===== src/rcpb_pkg.sv =====
// Constants and types shared by the ring and alternate-buffer engine.
package rcpb_pkg;

    // Descriptor word offsets from the descriptor base address.
    localparam logic [15:0] DESC_CTRL_OFS = 16'h0000;
    localparam logic [15:0] DESC_TOP_OFS  = 16'h0001;
    localparam logic [15:0] DESC_CUR_OFS  = 16'h0002;
    localparam logic [15:0] DESC_RING_OFS = 16'h0003;

    // Descriptor control word fields.
    localparam int CTRL_LEN_MSB   = 15;
    localparam int CTRL_LEN_LSB   = 8;
    localparam int CTRL_FE_EN_BIT = 7;
    localparam int CTRL_AB_BIT    = 2;

    // Message information word broadcast_flag position.
    localparam int INFO_BCAST_BIT = 5;

    // Buffer layout in the non-split mode: info, time tag, then data.
    localparam logic [15:0] INFO_TAG_OFS   = 16'h0001;
    localparam logic [15:0] BUF_DATA_OFS   = 16'h0002;
    localparam logic [15:0] RING_PAIR_STEP = 16'h0002;
    localparam logic [15:0] WORD_STEP      = 16'h0001;

    // Reset values.
    localparam logic [15:0] WORD_RST = 16'h0000;

    typedef enum logic [3:0] {
        RCPB_IDLE,
        RCPB_RD_CTRL,
        RCPB_RD_TOP,
        RCPB_RD_CUR,
        RCPB_RD_RING,
        RCPB_WR_CTRL,
        RCPB_XFER,
        RCPB_WR_DATA,
        RCPB_RD_DATA,
        RCPB_WR_INFO,
        RCPB_WR_TAG,
        RCPB_WR_CUR,
        RCPB_WR_RING
    } rcpb_state_t;

endpackage


===== src/rcpb_buffer_engine.sv =====
// Message buffer pointer engine: split circular rings and A/B alternation.
`timescale 1ns/1ps

// Notes on behaviour
// - In split mode info ring length comes from control word bits 15..8.
// - Length codes FF..01 give 128..1 entries; offset field width follows the code.
// - The upper eight control word bits are never rewritten by the device.
// - Descriptor word two is the fixed data ring top, never written.
// - Descriptor word three is the live data address, readable by software.
// - Descriptor word four is base plus offset; only the offset is updated.
// - Each message writes info and time tag pair; after last entry wrap to top.
// - Every message starts by fetching all four descriptor words.
// - Receive data goes from current address upward; info pair written afterwards.
// - Transmit data fetched from current address; info pair written after completion.
// - At end, offset at last entry reloads data address to top, clears offset.
// - Split mode ignores index, notify, buffer-select and alternation enable bits.
// - Broadcast reception is reported in info word bit 5.
// - Info ring wrap raises full/empty interrupt when mask bit 8 and bit 7 allow.
// - With alternation on, active buffer chosen at start and bit 2 complemented.
// - Clearing enable stops alternation; acknowledge falls from one to zero.
// - Setting enable resumes alternation; acknowledge rises from zero to one.
// - Bit 2 zero selects buffer A, one selects buffer B; frozen keeps it.
// - While frozen, messages keep using the active buffer only.
module rcpb_buffer_engine
    import rcpb_pkg::*;
(
    input  wire logic        clk_sys,
    input  wire logic        rst,
    input  wire logic        ce,
    input  wire logic        circModeBit7,
    input  wire logic        circModeBit8,
    input  wire logic        alternateBufferEnable,
    input  wire logic        fullEmptyMaskBit8,
    output logic             alternateBufferAck,
    input  wire logic        msgStart,
    input  wire logic [15:0] msgDescBase,
    input  wire logic        msgReceive,
    input  wire logic        msgBroadcast,
    output logic             msgBusy,
    output logic             wordReady,
    input  wire logic        rxWordValid,
    input  wire logic [15:0] rxWord,
    input  wire logic        txWordReq,
    output logic [15:0]      txWord,
    output logic             txWordValid,
    input  wire logic        msgEnd,
    input  wire logic        msgOk,
    input  wire logic [15:0] msgInfoWord,
    input  wire logic [15:0] msgTimeTag,
    output logic             memReq,
    output logic             memWrite,
    output logic [15:0]      memAddr,
    output logic [15:0]      memWdata,
    input  wire logic [15:0] memRdata,
    input  wire logic        memAck,
    output logic             messageIrqOut_n,
    output logic             activeBufferB
);

    rcpb_state_t state_q;
    rcpb_state_t state_d;

    logic [15:0] desc_q;
    logic [15:0] ctrl_q;
    logic [15:0] top_q;
    logic [15:0] cur_q;
    logic [15:0] ring_q;
    logic [15:0] ptr_q;
    logic [15:0] base_q;
    logic [15:0] rxData_q;
    logic [15:0] info_q;
    logic [15:0] tag_q;
    logic [15:0] txWord_q;
    logic        txValid_q;
    logic        ok_q;
    logic        bcast_q;
    logic        ppAck_q;
    logic        irq_q;

    // Length mask: the code itself is the offset mask in words.
    // Each ring entry is a pair of words, so a code of 03 covers two entries,
    // and offsets step by two inside the field that the mask selects.
    // An odd offset written by software is not repaired here; it would make
    // the last-pair test miss, so the ring would cycle through odd offsets and never wrap.
    function automatic logic [15:0] lenMask(input logic [15:0] ctrl);
        lenMask = {8'h00, ctrl[CTRL_LEN_MSB:CTRL_LEN_LSB]};
    endfunction

    // True when the ring offset holds the last pair of the ring.
    function automatic logic ringAtLast(input logic [15:0] ring, input logic [15:0] ctrl);
        ringAtLast = ((ring & lenMask(ctrl)) == (lenMask(ctrl) & ~WORD_STEP));
    endfunction

    // Next ring pointer: base field kept, only the offset field moves.
    function automatic logic [15:0] ringNext(input logic [15:0] ring, input logic [15:0] ctrl);
        if (ringAtLast(ring, ctrl))
        begin
            ringNext = ring & ~lenMask(ctrl);
        end
        else
        begin
            ringNext = (ring & ~lenMask(ctrl)) | ((ring + RING_PAIR_STEP) & lenMask(ctrl));
        end
    endfunction

    // Mode decode; in split mode the alternation enable is ignored.
    // The acknowledge, not the raw enable, gates alternation, so software
    // sees a freeze only after it is truly in force.
    wire splitMode   = circModeBit7 & circModeBit8;
    wire alternating = ppAck_q & ~splitMode;
    wire useBufB     = ctrl_q[CTRL_AB_BIT];
    wire accessSt    = (state_q != RCPB_IDLE) && (state_q != RCPB_XFER);
    wire step        = ce & memAck & accessSt;
    wire wrapNow     = splitMode & ringAtLast(ring_q, ctrl_q);
    wire [15:0] infoAddr = splitMode ? ring_q : base_q;
    wire [15:0] newCur   = wrapNow ? top_q : ptr_q;
    wire [15:0] newRing  = ringNext(ring_q, ctrl_q);
    wire [15:0] bufStart = useBufB ? cur_q : top_q;

    // Next state of the message sequencer.
    // Every memory access state waits for the acknowledge, so any number of
    // wait states in the shared memory only stretches the sequence.
    always_comb
    begin
        state_d = state_q;
        unique case (state_q)
            RCPB_IDLE:
                if (msgStart) state_d = RCPB_RD_CTRL;
            RCPB_RD_CTRL:
                if (memAck) state_d = RCPB_RD_TOP;
            RCPB_RD_TOP:
                if (memAck) state_d = RCPB_RD_CUR;
            RCPB_RD_CUR:
                if (memAck) state_d = RCPB_RD_RING;
            RCPB_RD_RING:
                if (memAck) state_d = alternating ? RCPB_WR_CTRL : RCPB_XFER;
            RCPB_WR_CTRL:
                if (memAck) state_d = RCPB_XFER;
            RCPB_XFER:
                if (msgEnd) state_d = RCPB_WR_INFO;
                else if (rxWordValid && msgReceive) state_d = RCPB_WR_DATA;
                else if (txWordReq && !msgReceive) state_d = RCPB_RD_DATA;
            RCPB_WR_DATA:
                if (memAck) state_d = RCPB_XFER;
            RCPB_RD_DATA:
                if (memAck) state_d = RCPB_XFER;
            RCPB_WR_INFO:
                if (memAck) state_d = RCPB_WR_TAG;
            RCPB_WR_TAG:
                if (memAck) state_d = (splitMode && ok_q) ? RCPB_WR_CUR : RCPB_IDLE;
            RCPB_WR_CUR:
                if (memAck) state_d = RCPB_WR_RING;
            RCPB_WR_RING:
                if (memAck) state_d = RCPB_IDLE;
            default:
                state_d = RCPB_IDLE;
        endcase
    end

    // Sequencer register.
    always_ff @(posedge clk_sys)
    begin
        if (rst)
            state_q <= RCPB_IDLE;
        else if (ce)
            state_q <= state_d;
    end

    // Memory address select per access state.
    always_comb
    begin
        memAddr = WORD_RST;
        unique case (state_q)
            RCPB_RD_CTRL, RCPB_WR_CTRL: memAddr = desc_q + DESC_CTRL_OFS;
            RCPB_RD_TOP:                memAddr = desc_q + DESC_TOP_OFS;
            RCPB_RD_CUR, RCPB_WR_CUR:   memAddr = desc_q + DESC_CUR_OFS;
            RCPB_RD_RING, RCPB_WR_RING: memAddr = desc_q + DESC_RING_OFS;
            RCPB_WR_DATA, RCPB_RD_DATA: memAddr = ptr_q;
            RCPB_WR_INFO:               memAddr = infoAddr;
            RCPB_WR_TAG:                memAddr = infoAddr + INFO_TAG_OFS;
            default:                    memAddr = WORD_RST;
        endcase
    end

    // Write data select; the control write-back keeps the length byte as read.
    always_comb
    begin
        memWdata = WORD_RST;
        unique case (state_q)
            RCPB_WR_CTRL: memWdata = ctrl_q ^ (16'h0001 << CTRL_AB_BIT);
            RCPB_WR_DATA: memWdata = rxData_q;
            RCPB_WR_INFO: memWdata = info_q;
            RCPB_WR_TAG:  memWdata = tag_q;
            RCPB_WR_CUR:  memWdata = newCur;
            RCPB_WR_RING: memWdata = newRing;
            default:      memWdata = WORD_RST;
        endcase
    end

    // Top word is never a write target, so it stays fixed in memory.
    assign memReq   = accessSt;
    assign memWrite = (state_q == RCPB_WR_CTRL) || (state_q == RCPB_WR_DATA) ||
                      (state_q == RCPB_WR_INFO) || (state_q == RCPB_WR_TAG) ||
                      (state_q == RCPB_WR_CUR) || (state_q == RCPB_WR_RING);
    assign wordReady = (state_q == RCPB_XFER);
    assign msgBusy   = (state_q != RCPB_IDLE);

    // Message context latched at start.
    always_ff @(posedge clk_sys)
    begin
        if (rst)
        begin
            desc_q  <= WORD_RST;
            bcast_q <= 1'b0;
        end
        else if (ce && state_q == RCPB_IDLE && msgStart)
        begin
            desc_q  <= msgDescBase;
            bcast_q <= msgBroadcast;
        end
    end

    // Descriptor words captured as they are read.
    always_ff @(posedge clk_sys)
    begin
        if (rst)
        begin
            ctrl_q <= WORD_RST;
            top_q  <= WORD_RST;
            cur_q  <= WORD_RST;
            ring_q <= WORD_RST;
        end
        else if (step)
        begin
            if (state_q == RCPB_RD_CTRL) ctrl_q <= memRdata;
            if (state_q == RCPB_RD_TOP)  top_q  <= memRdata;
            if (state_q == RCPB_RD_CUR)  cur_q  <= memRdata;
            if (state_q == RCPB_RD_RING) ring_q <= memRdata;
        end
    end

    // Buffer start for the info pair in the non-split mode, set on entering transfer.
    always_ff @(posedge clk_sys)
    begin
        if (rst)
            base_q <= WORD_RST;
        else if (step && state_d == RCPB_XFER &&
                 (state_q == RCPB_RD_RING || state_q == RCPB_WR_CTRL))
            base_q <= bufStart;
    end

    // Working data address: starts at the current address, one step per word.
    // In the alternate-buffer mode the first two words of a buffer are kept
    // for the information pair, so data starts two words in.
    always_ff @(posedge clk_sys)
    begin
        if (rst)
            ptr_q <= WORD_RST;
        else if (step && state_d == RCPB_XFER &&
                 (state_q == RCPB_RD_RING || state_q == RCPB_WR_CTRL))
            ptr_q <= splitMode ? cur_q : bufStart + BUF_DATA_OFS;
        else if (step && (state_q == RCPB_WR_DATA || state_q == RCPB_RD_DATA))
            ptr_q <= ptr_q + WORD_STEP;
    end

    // Received word held for the memory write.
    always_ff @(posedge clk_sys)
    begin
        if (rst)
            rxData_q <= WORD_RST;
        else if (ce && state_q == RCPB_XFER && rxWordValid && msgReceive && !msgEnd)
            rxData_q <= rxWord;
    end

    // End-of-message status; the info pair goes out only after the data phase.
    always_ff @(posedge clk_sys)
    begin
        if (rst)
        begin
            info_q <= WORD_RST;
            tag_q  <= WORD_RST;
            ok_q   <= 1'b0;
        end
        else if (ce && state_q == RCPB_XFER && msgEnd)
        begin
            info_q <= msgInfoWord | ({15'h0000, bcast_q} << INFO_BCAST_BIT);
            tag_q  <= msgTimeTag;
            ok_q   <= msgOk;
        end
    end

    // Fetched transmit word, presented with a one-cycle valid.
    always_ff @(posedge clk_sys)
    begin
        if (rst)
        begin
            txWord_q  <= WORD_RST;
            txValid_q <= 1'b0;
        end
        else if (ce)
        begin
            txValid_q <= step && state_q == RCPB_RD_DATA;
            if (step && state_q == RCPB_RD_DATA)
                txWord_q <= memRdata;
        end
    end

    // The acknowledge follows the enable only between messages, so a frozen
    // state is truly in force once the acknowledge has fallen.
    always_ff @(posedge clk_sys)
    begin
        if (rst)
            ppAck_q <= 1'b0;
        else if (ce && state_q == RCPB_IDLE && !msgStart)
            ppAck_q <= alternateBufferEnable;
    end

    // Full/empty event on a ring wrap, gated by mask and control word bit 7.
    // It is raised only on the ring write-back, so a message that ends in
    // error and keeps its pointers also raises no event.
    always_ff @(posedge clk_sys)
    begin
        if (rst)
            irq_q <= 1'b0;
        else if (ce)
            irq_q <= step && state_q == RCPB_WR_RING && wrapNow &&
                     fullEmptyMaskBit8 && ctrl_q[CTRL_FE_EN_BIT];
    end

    // Outputs; the interrupt pin is active low for one cycle.
    assign alternateBufferAck = ppAck_q;
    assign txWord             = txWord_q;
    assign txWordValid        = txValid_q;
    assign messageIrqOut_n    = ~irq_q;
    assign activeBufferB      = useBufB;

endmodule


===== config.mk =====
export PLATFORM = sky130hd
export DESIGN_NAME = rcpb_buffer_engine
export DESIGN_NICKNAME = d
export VERILOG_FILES = /design/src/rcpb_pkg.sv /design/src/rcpb_buffer_engine.sv
export SDC_FILE = /design/constraint.sdc
export NUM_CORES = 1
export LEC_CHECK = 0
export ABC_AREA = 1
export BUFFER_PORTS_ARGS = -buffer_cell sky130_fd_sc_hd__buf_2
export CAP_MARGIN = 40
export CORE_ASPECT_RATIO = 1.25
export CORE_MARGIN = 4
export CORE_UTILIZATION = 30
export DETAILED_ROUTE_END_ITERATION = 7
export GPL_TIMING_DRIVEN = 1
export HOLD_SLACK_MARGIN = 0.1
export PLACE_DENSITY = 0.58
export SLEW_MARGIN = 10
export SYNTH_ARGS = -nofsm -noshare
export SYNTH_HDL_FRONTEND = slang
export SYNTH_SLANG_ARGS = --single-unit

===== constraint.sdc =====
create_clock -name clk_sys -period 2.58 [get_ports clk_sys]
set_clock_uncertainty 0.2 [all_clocks]
set_input_delay 0.516 -clock clk_sys [delete_from_list [all_inputs] [get_ports clk_sys]]
set_output_delay 0.516 -clock clk_sys [all_outputs]
set_load 0.02 [all_outputs]

==> impl_metrics.json, run 1 <==
{
  "wl_mm": 47.54,
  "pwr-share-clk_pct": 40.9,
  "fin_crit_ns": 3.132,
  "clock-sinks": 185,
  "slowest_delay_ns": 0.37,
  "cts_tree": "yes",
  "hp-class": "primary input to register",
  "synthTopCellsByArea": "dfxtp_1 (35%), nand2_1 (12%), o21ai_0 (11%)",
  "synth_top_area_share_pct": 34.56,
  "grt.overflow.total": 0,
  "leakage_uw": 0.006429,
  "synthesis.area_sq_mm": 0.01072,
  "vdd_drop_max_mv": 0.3779,
  "final.period_utilization_pct": 121.4,
  "pwr_density_cell_mw_per_mm2": 471.3,
  "cts_buffer_depth": 2,
  "cts.htree.levels": 4,
  "layout_commonest_cell": "nand2_1",
  "fin_total_pwr_uw": 7122,
  "internal_power_uw": 4999,
  "max-cap-violations": 0,
  "grt_pass1_wl_mm": 72.02,
  "p_seq_share_pct": 41.6,
  "viasPerCell": 5.094,
  "synth_nets": 1787,
  "post_drt_wl_per_cell_um": 19.02,
  "n_fill_cell": 3733,
  "yosysSeqAreaShare_pct": 34.56,
  "drcViolationCount": 0,
  "cp.buffers_inverters": 4,
  "grtUsageTotal_pct": 24.05,
  "ys_seq_elements": 185,
  "initial_core_util_pct": 30.31,
  "synth_largest_area_cell": "dfxtp_1",
  "place_hpwl_mm": 37.39,
  "root_buffer": "clkbuf_16",
  "netlist_instances": 1683,
  "drv_slew": 0,
  "worst_ep_arrival_time_ns": 2.42,
  "initialDrtViolationCount": 800,
  "ys_warn_count": 0,
  "io_buffers": 150,
  "pin_count": 151,
  "worstMarginPinSlew_ns": 0.7237,
  "switching_share_pct": 29.81,
  "synth.distinct_cells": 43,
  "critPathSlowestCell": "dfxtp_2",
  "grt_antenna_before_repair": 1,
  "grt_pass1_vias": 12490,
  "fin_worst_hold_slack_ns": 0.1124,
  "synth_ff_type": "dfxtp_1",
  "first_pass_iters": 8,
  "switchingPower_uw": 2123,
  "fin_ws_ns": -0.5518,
  "gp_congestion": 0.9524,
  "cp-start-kind": "register",
  "layout-drive-gt1-share_pct": 29.05,
  "critical_path.cell_chain": "inv_4, nand2_4, clkinvlp_4, nand2_4, nand2_2, o21ai_4, ha_4, inv_2, nor2_4, nand2_2, nor2_4, nand3_1, nand2_1, nand2_1, nand2_2, buf_6",
  "finalHoldViolCount": 0,
  "via_count": 12730,
  "fmax_mhz": 319.3,
  "syn_area_per_cell_sq_um": 6.367,
  "die_h_um": 219.3,
  "cts_buffers": 17,
  "setup_violations": 32,
  "synth-edff-count": 0,
  "path_class": "register to output port",
  "final_cell_mix": "nand2_1 (321), buf_4 (219), o21ai_0 (211)",
  "tns_ns": -14.21,
  "worst-path-max-fanout": 6,
  "detail-route-antenna-nets": 0,
  "critPathTopFamily": "simple AND/OR/NAND/NOR gates",
  "grt_max_degree": 67,
  "violations": "setup timing",
  "rsz0062_at_grt": "true",
  "die_x_um": 177.0,
  "crit_required_ns": 1.86,
  "end_kind": "output port",
  "placed_area_sq_mm": 0.01344,
  "synthArstFlopShare_pct": 0,
  "comb_power_share_pct": 17.5,
  "maxSlewHeadroom_pct": 51.70,
  "area_delta_synth_final_pct": 41.01,
  "status": "finished with violations",
  "final_area_sq_mm": 0.01511,
  "worst_path_most_repeated_cell": "nand2_2",
  "num_rows": 77,
  "nets": 2115,
  "clkSlewWorstSetupHoldPaths_ns": 0.08,
  "fp.dieArea_sq_mm": 0.03882,
  "coreArea_sq_mm": 0.03536,
  "clk_latency_ns": 0.46
}
-- area by class of cell --
cell class	count	area (sq um)	share of cell area [%]
Clock inverter	15	232.7	1.540
Multi-Input combinational cell	1222	6476	42.86
Sequential cell	185	3717	24.60
Timing Repair Buffer	390	2905	19.23
Tap cell	474	593.1	3.925
Clock buffer	17	425.4	2.816
Antenna cell	1	2.502	0.01656
Inverter	195	757.0	5.010
-- metal layers --
layer	vias to the layer above	share of wire, %	global-route usage (%)
li1	6258	-	-
met1	5937	40	28.24
met2	421	50	42.96
met3	113	4.8	3.480
met4	2	4.9	11.27
met5	-	0.019	0
-- worst reg2reg max path, cell delays in order (launching register included) --
cell and delay, ns:
dfxtp_2 0.37, inv_4 0.05, nand2_4 0.09, buf_4 0.12
buf_4 0.09, buf_4 0.13, nor2_1 0.06, inv_2 0.10
nand3_1 0.09, a21oi_1 0.39, nand3_1 0.16, nor2_2 0.17
buf_12 0.15, nand2_1 0.05, a21oi_1 0.11, nor2_1 0.05
-- cell usage after synthesis, drive strengths merged, types with 7 or more instances --
master,count
clkbuf,60
nand2,361
dfxtp,185
xor2,13
nand3,81
nor2,224
o22ai,16
o221ai,7
buf,22
inv,192
a21oi,153
ha,9
a221oi,18
nand4,18
nor3,22
o211ai,22
o21ai,247
a211oi,7
-- stage by stage --
step                      std cells  util [%]  setup WS (ns)
final                          2499     42.73        -0.5518
after global routing           2498     42.73        -0.7248
after CTS                      2487     41.64        -0.5377
after detailed placement       2440     38.02        -0.4571
after global placement         2440     38.02        -0.3864
after floorplan                1683         -      -0.004926
-- timing repair --
item	CTS	global route
buffers inserted	11	9
endpoints found under the hold margin	3	0
resized for setup	139	84
setup endpoints to repair	33	40
hold buffers	3	0
cloned	3	2
pin swaps	34	32
-- power by group through the flow --
stage                     Sequential [uW]  Combinational (uW)  Clock, uW
final                                2970                1240       2910
after global routing                 2970                1340       3080
after CTS                            2960                1180       2960
after detailed placement             3030                1070          0
after global placement               3030                1080          0
after floorplan                      3020                 532          0
-- registers in the layout, indices dropped and copies added (netlist names), 4 cells and up --
name / flops
desc_q: 16
ctrl_q: 16
tag_q: 16
txWord: 16
ptr_q: 16
rxData_q: 16
ring_q: 16
base_q: 16
cur_q: 16
info_q: 16
top_q: 16
state_q: 4
-- logic make-up after synthesis --
group / Yosys count / synth area share, %
flops: 185 / 34.56
simple gates: 709 / 27.65
buf+inv: 277 / 10.29
compound gates: 489 / 25.30
fa+ha+maj: 9 / 1.051
xor+xnor: 14 / 1.144
-- worst paths after layout --
| check | to | cells past startpoint | from | slack, ns |
|---|---|---|---|---|
| worst max-delay path | memAddr[10] | 16 | state_q[0] | -0.55 |
| worst min-delay path | rxData_q[15] | 3 | rxWord[15] | 0.11 |
| worst max register to register | ptr_q[12] | 15 | state_q[0] | 0.10 |
| worst min register to register | tag_q[9] | 2 | tag_q[9] | 0.25 |
Note: power is estimated with default switching activity, not from simulation.
==> run 2: changes to the inputs <==
Settings changed: ABC_AREA 1 to unset.
==> run 2 against run 1 <==
Compared with the run above: first-iteration DRC count grew 33%; hold slack lost 0.0013 ns; die area grew 3.0%; design area grew 5.7%; wire length grew 3.4%; final cell count shrank 6.9%; worst setup slack lost 0.32 ns; non-clock buffer count grew 84; synthesized cell count shrank 13%; the run still ends with setup timing left; global-route usage shrank 0.33 points.
==> impl_metrics.json, run 2 <==
{
  "comb_power_share_pct": 16.0,
  "switching_share_pct": 29.04,
  "first_pass_iters": 5,
  "worst-path-max-fanout": 4,
  "viasPerCell": 5.463,
  "io_buffers": 150,
  "layout-drive-gt1-share_pct": 31.96,
  "p_seq_share_pct": 44.1,
  "initial_core_util_pct": 30.44,
  "yosysSeqAreaShare_pct": 33.51,
  "crit_required_ns": 1.86,
  "yosysMostFrequentCell": "nand2_1",
  "synth_ff_type": "dfxtp_1",
  "netlist_instances": 1457,
  "pin_count": 151,
  "clock-sinks": 185,
  "switchingPower_uw": 1933,
  "leakage_uw": 0.006348,
  "cts_tree": "yes",
  "coreArea_sq_mm": 0.03630,
  "status": "finished with violations",
  "grtUsageTotal_pct": 23.72,
  "rsz0062_at_grt": "true",
  "fp.dieArea_sq_mm": 0.03999,
  "grt_pass1_vias": 12420,
  "place_ws_ns": -0.7254,
  "internal_power_uw": 4723,
  "clk_latency_ns": 0.46,
  "synth_top_area_share_pct": 33.51,
  "pwr-share-clk_pct": 39.9,
  "max-cap-violations": 0,
  "drv_slew": 0,
  "drcViolationCount": 0,
  "nets": 1939,
  "fin_crit_ns": 3.457,
  "pwr_density_cell_mw_per_mm2": 416.8,
  "final.period_utilization_pct": 134.0,
  "synth-edff-count": 0,
  "root_buffer": "clkbuf_16",
  "ys_warn_count": 0,
  "synthTopCellsByArea": "dfxtp_1 (34%), nand2_1 (10%), a21oi_1 (7.7%)",
  "antenna_cells": 0,
  "path_class": "register to output port",
  "post_drt_wl_per_cell_um": 21.12,
  "final_cell_mix": "nand2_1 (302), buf_4 (265), dfxtp_1 (174)",
  "synth_nets": 1561,
  "gp_congestion": 0.9858,
  "placed_area_sq_mm": 0.01417,
  "maxSlewHeadroom_pct": 59.92,
  "final_area_sq_mm": 0.01597,
  "hp-class": "primary input to register",
  "die_x_um": 179.7,
  "n_fill_cell": 3674,
  "synthArstFlopShare_pct": 0,
  "syn_area_per_cell_sq_um": 7.584,
  "ys_seq_elements": 185,
  "synthesis.area_sq_mm": 0.01105,
  "grt_antenna_before_repair": 1,
  "finalHoldViolCount": 0,
  "end_kind": "output port",
  "violations": "setup timing",
  "fin_ws_ns": -0.8766,
  "setup_violations": 43,
  "cp-start-kind": "register",
  "area_delta_synth_final_pct": 44.51,
  "reg2reg_slack_ns": -0.08,
  "synth.distinct_cells": 94,
  "via_count": 12710,
  "grt_max_degree": 61,
  "die_h_um": 222.6,
  "place_hpwl_mm": 37.79,
  "grt_pass1_wl_mm": 74.83,
  "num_rows": 78,
  "cts_buffers": 17,
  "fin_total_pwr_uw": 6655,
  "clkSlewWorstSetupHoldPaths_ns": 0.07,
  "synth_common_cells": "nand2_1 (307), dfxtp_1 (185), a21oi_1 (169)",
  "wl_mm": 49.13,
  "fmax_mhz": 289.3,
  "cts.htree.levels": 4,
  "cts_buffer_depth": 2,
  "worst_ep_arrival_time_ns": 2.74,
  "grt.overflow.total": 0,
  "worstMarginPinSlew_ns": 0.5844,
  "synth_largest_area_cell": "dfxtp_1",
  "vdd_drop_max_mv": 0.4546,
  "initialDrtViolationCount": 1063,
  "layout_commonest_cell": "nand2_1",
  "detail-route-antenna-nets": 0
}
==> run 2: changes by cell type after synthesis, moves of 22 or more <==
| cell | change |
|---|---|
| inv_1 | -163 |
| nor2_1 | -90 |
| nand2_1 | -46 |
| nor2b_1 | +22 |
| o21ai_0 | -183 |
| mux2i_1 | +78 |
| nand3_1 | -43 |
==> run 2: logic make-up after synthesis <==
kind of cell / Yosys count / share of synthesized area [%]
xor gates and xnor gates: 24 / 1.902
adders and majority gates: 9 / 1.019
muxes: 87 / 8.005
buffers and inverters: 134 / 5.038
DFF: 185 / 33.51
and+or+nand+nor: 599 / 24.89
AOI/OAI and AO/OA: 419 / 25.63
==> run 2: metal layers <==
layer | up-vias | GRT usage (%) | part of all wire (%)
met4 | 2 | 9.983 | 4.1
met2 | 433 | 42.17 | 50
met1 | 6171 | 28.52 | 41
met3 | 96 | 3.504 | 4.6
li1 | 6006 | - | -
met5 | - | 0 | 0.020
==> run 2: metrics by stage <==
| stage | hold slack [ns] | util (%) | setup TNS [ns] | instances |
|---|---|---|---|---|
| after floorplan | 0.2357 | - | -7.115 | 1457 |
| after global placement | 0.2419 | 39.04 | -12.97 | 2231 |
| after detailed placement | 0.2479 | 39.04 | -14.47 | 2231 |
| after CTS | 0.1000 | 43.48 | -20.69 | 2316 |
| after global routing | 0.1094 | 43.99 | -24.98 | 2326 |
| final | 0.1110 | 43.99 | -20.59 | 2326 |
==> run 2: layout make-up <==
| cell class | count | area, sq um | area share [%] |
|---|---|---|---|
| Clock buffer | 17 | 425.4 | 2.664 |
| Sequential cell | 185 | 3722 | 23.31 |
| Clock inverter | 13 | 140.1 | 0.8775 |
| Timing Repair Buffer | 474 | 3754 | 23.51 |
| Inverter | 19 | 73.82 | 0.4623 |
| Multi-Input combinational cell | 1138 | 7253 | 45.42 |
| Tap cell | 480 | 600.6 | 3.761 |
==> run 2: final timing paths <==
| check | from | to | cells after the start |
|---|---|---|---|
| hold reg to reg | ctrl_q[6] | ctrl_q[6] | 2 |
| setup reg to reg | state_q[1] | ptr_q[10] | 8 |
| setup / recovery | state_q[2] | memAddr[12] | 10 |
| hold / removal | rxWord[11] | rxData_q[11] | 3 |
==> run 2: critical path, cell delays in order, from the launching register on <==
cell      delay [ns]
dfxtp_2         0.34
and4bb_4        0.40
nand2_2         0.07
o21ai_2         0.09
ha_2            0.21
inv_2           0.05
a211oi_4        0.24
o221ai_2        0.17
or4_4           0.52
nand3_4         0.08
buf_6           0.12
==> run 2: power by group through the flow <==
stage | clock network (uW) | registers (uW) | logic [uW]
2_1_floorplan | 0 | 2980 | 472
3_3_place_gp | 0 | 2990 | 920
3_5_place_dp | 0 | 3000 | 921
4_1_cts | 2680 | 2930 | 1040
5_1_grt | 2770 | 2940 | 1140
6_report | 2660 | 2930 | 1070
==> run 2: timing repair <==
item | CTS | global route
endpoints found under the setup margin | 46 | 63
hold buffers | 45 | 0
setup buffers | 12 | 12
gates cloned | 1 | 0
gates resized for setup | 142 | 31
pin swaps | 25 | 22
endpoints found under the hold margin | 45 | 0
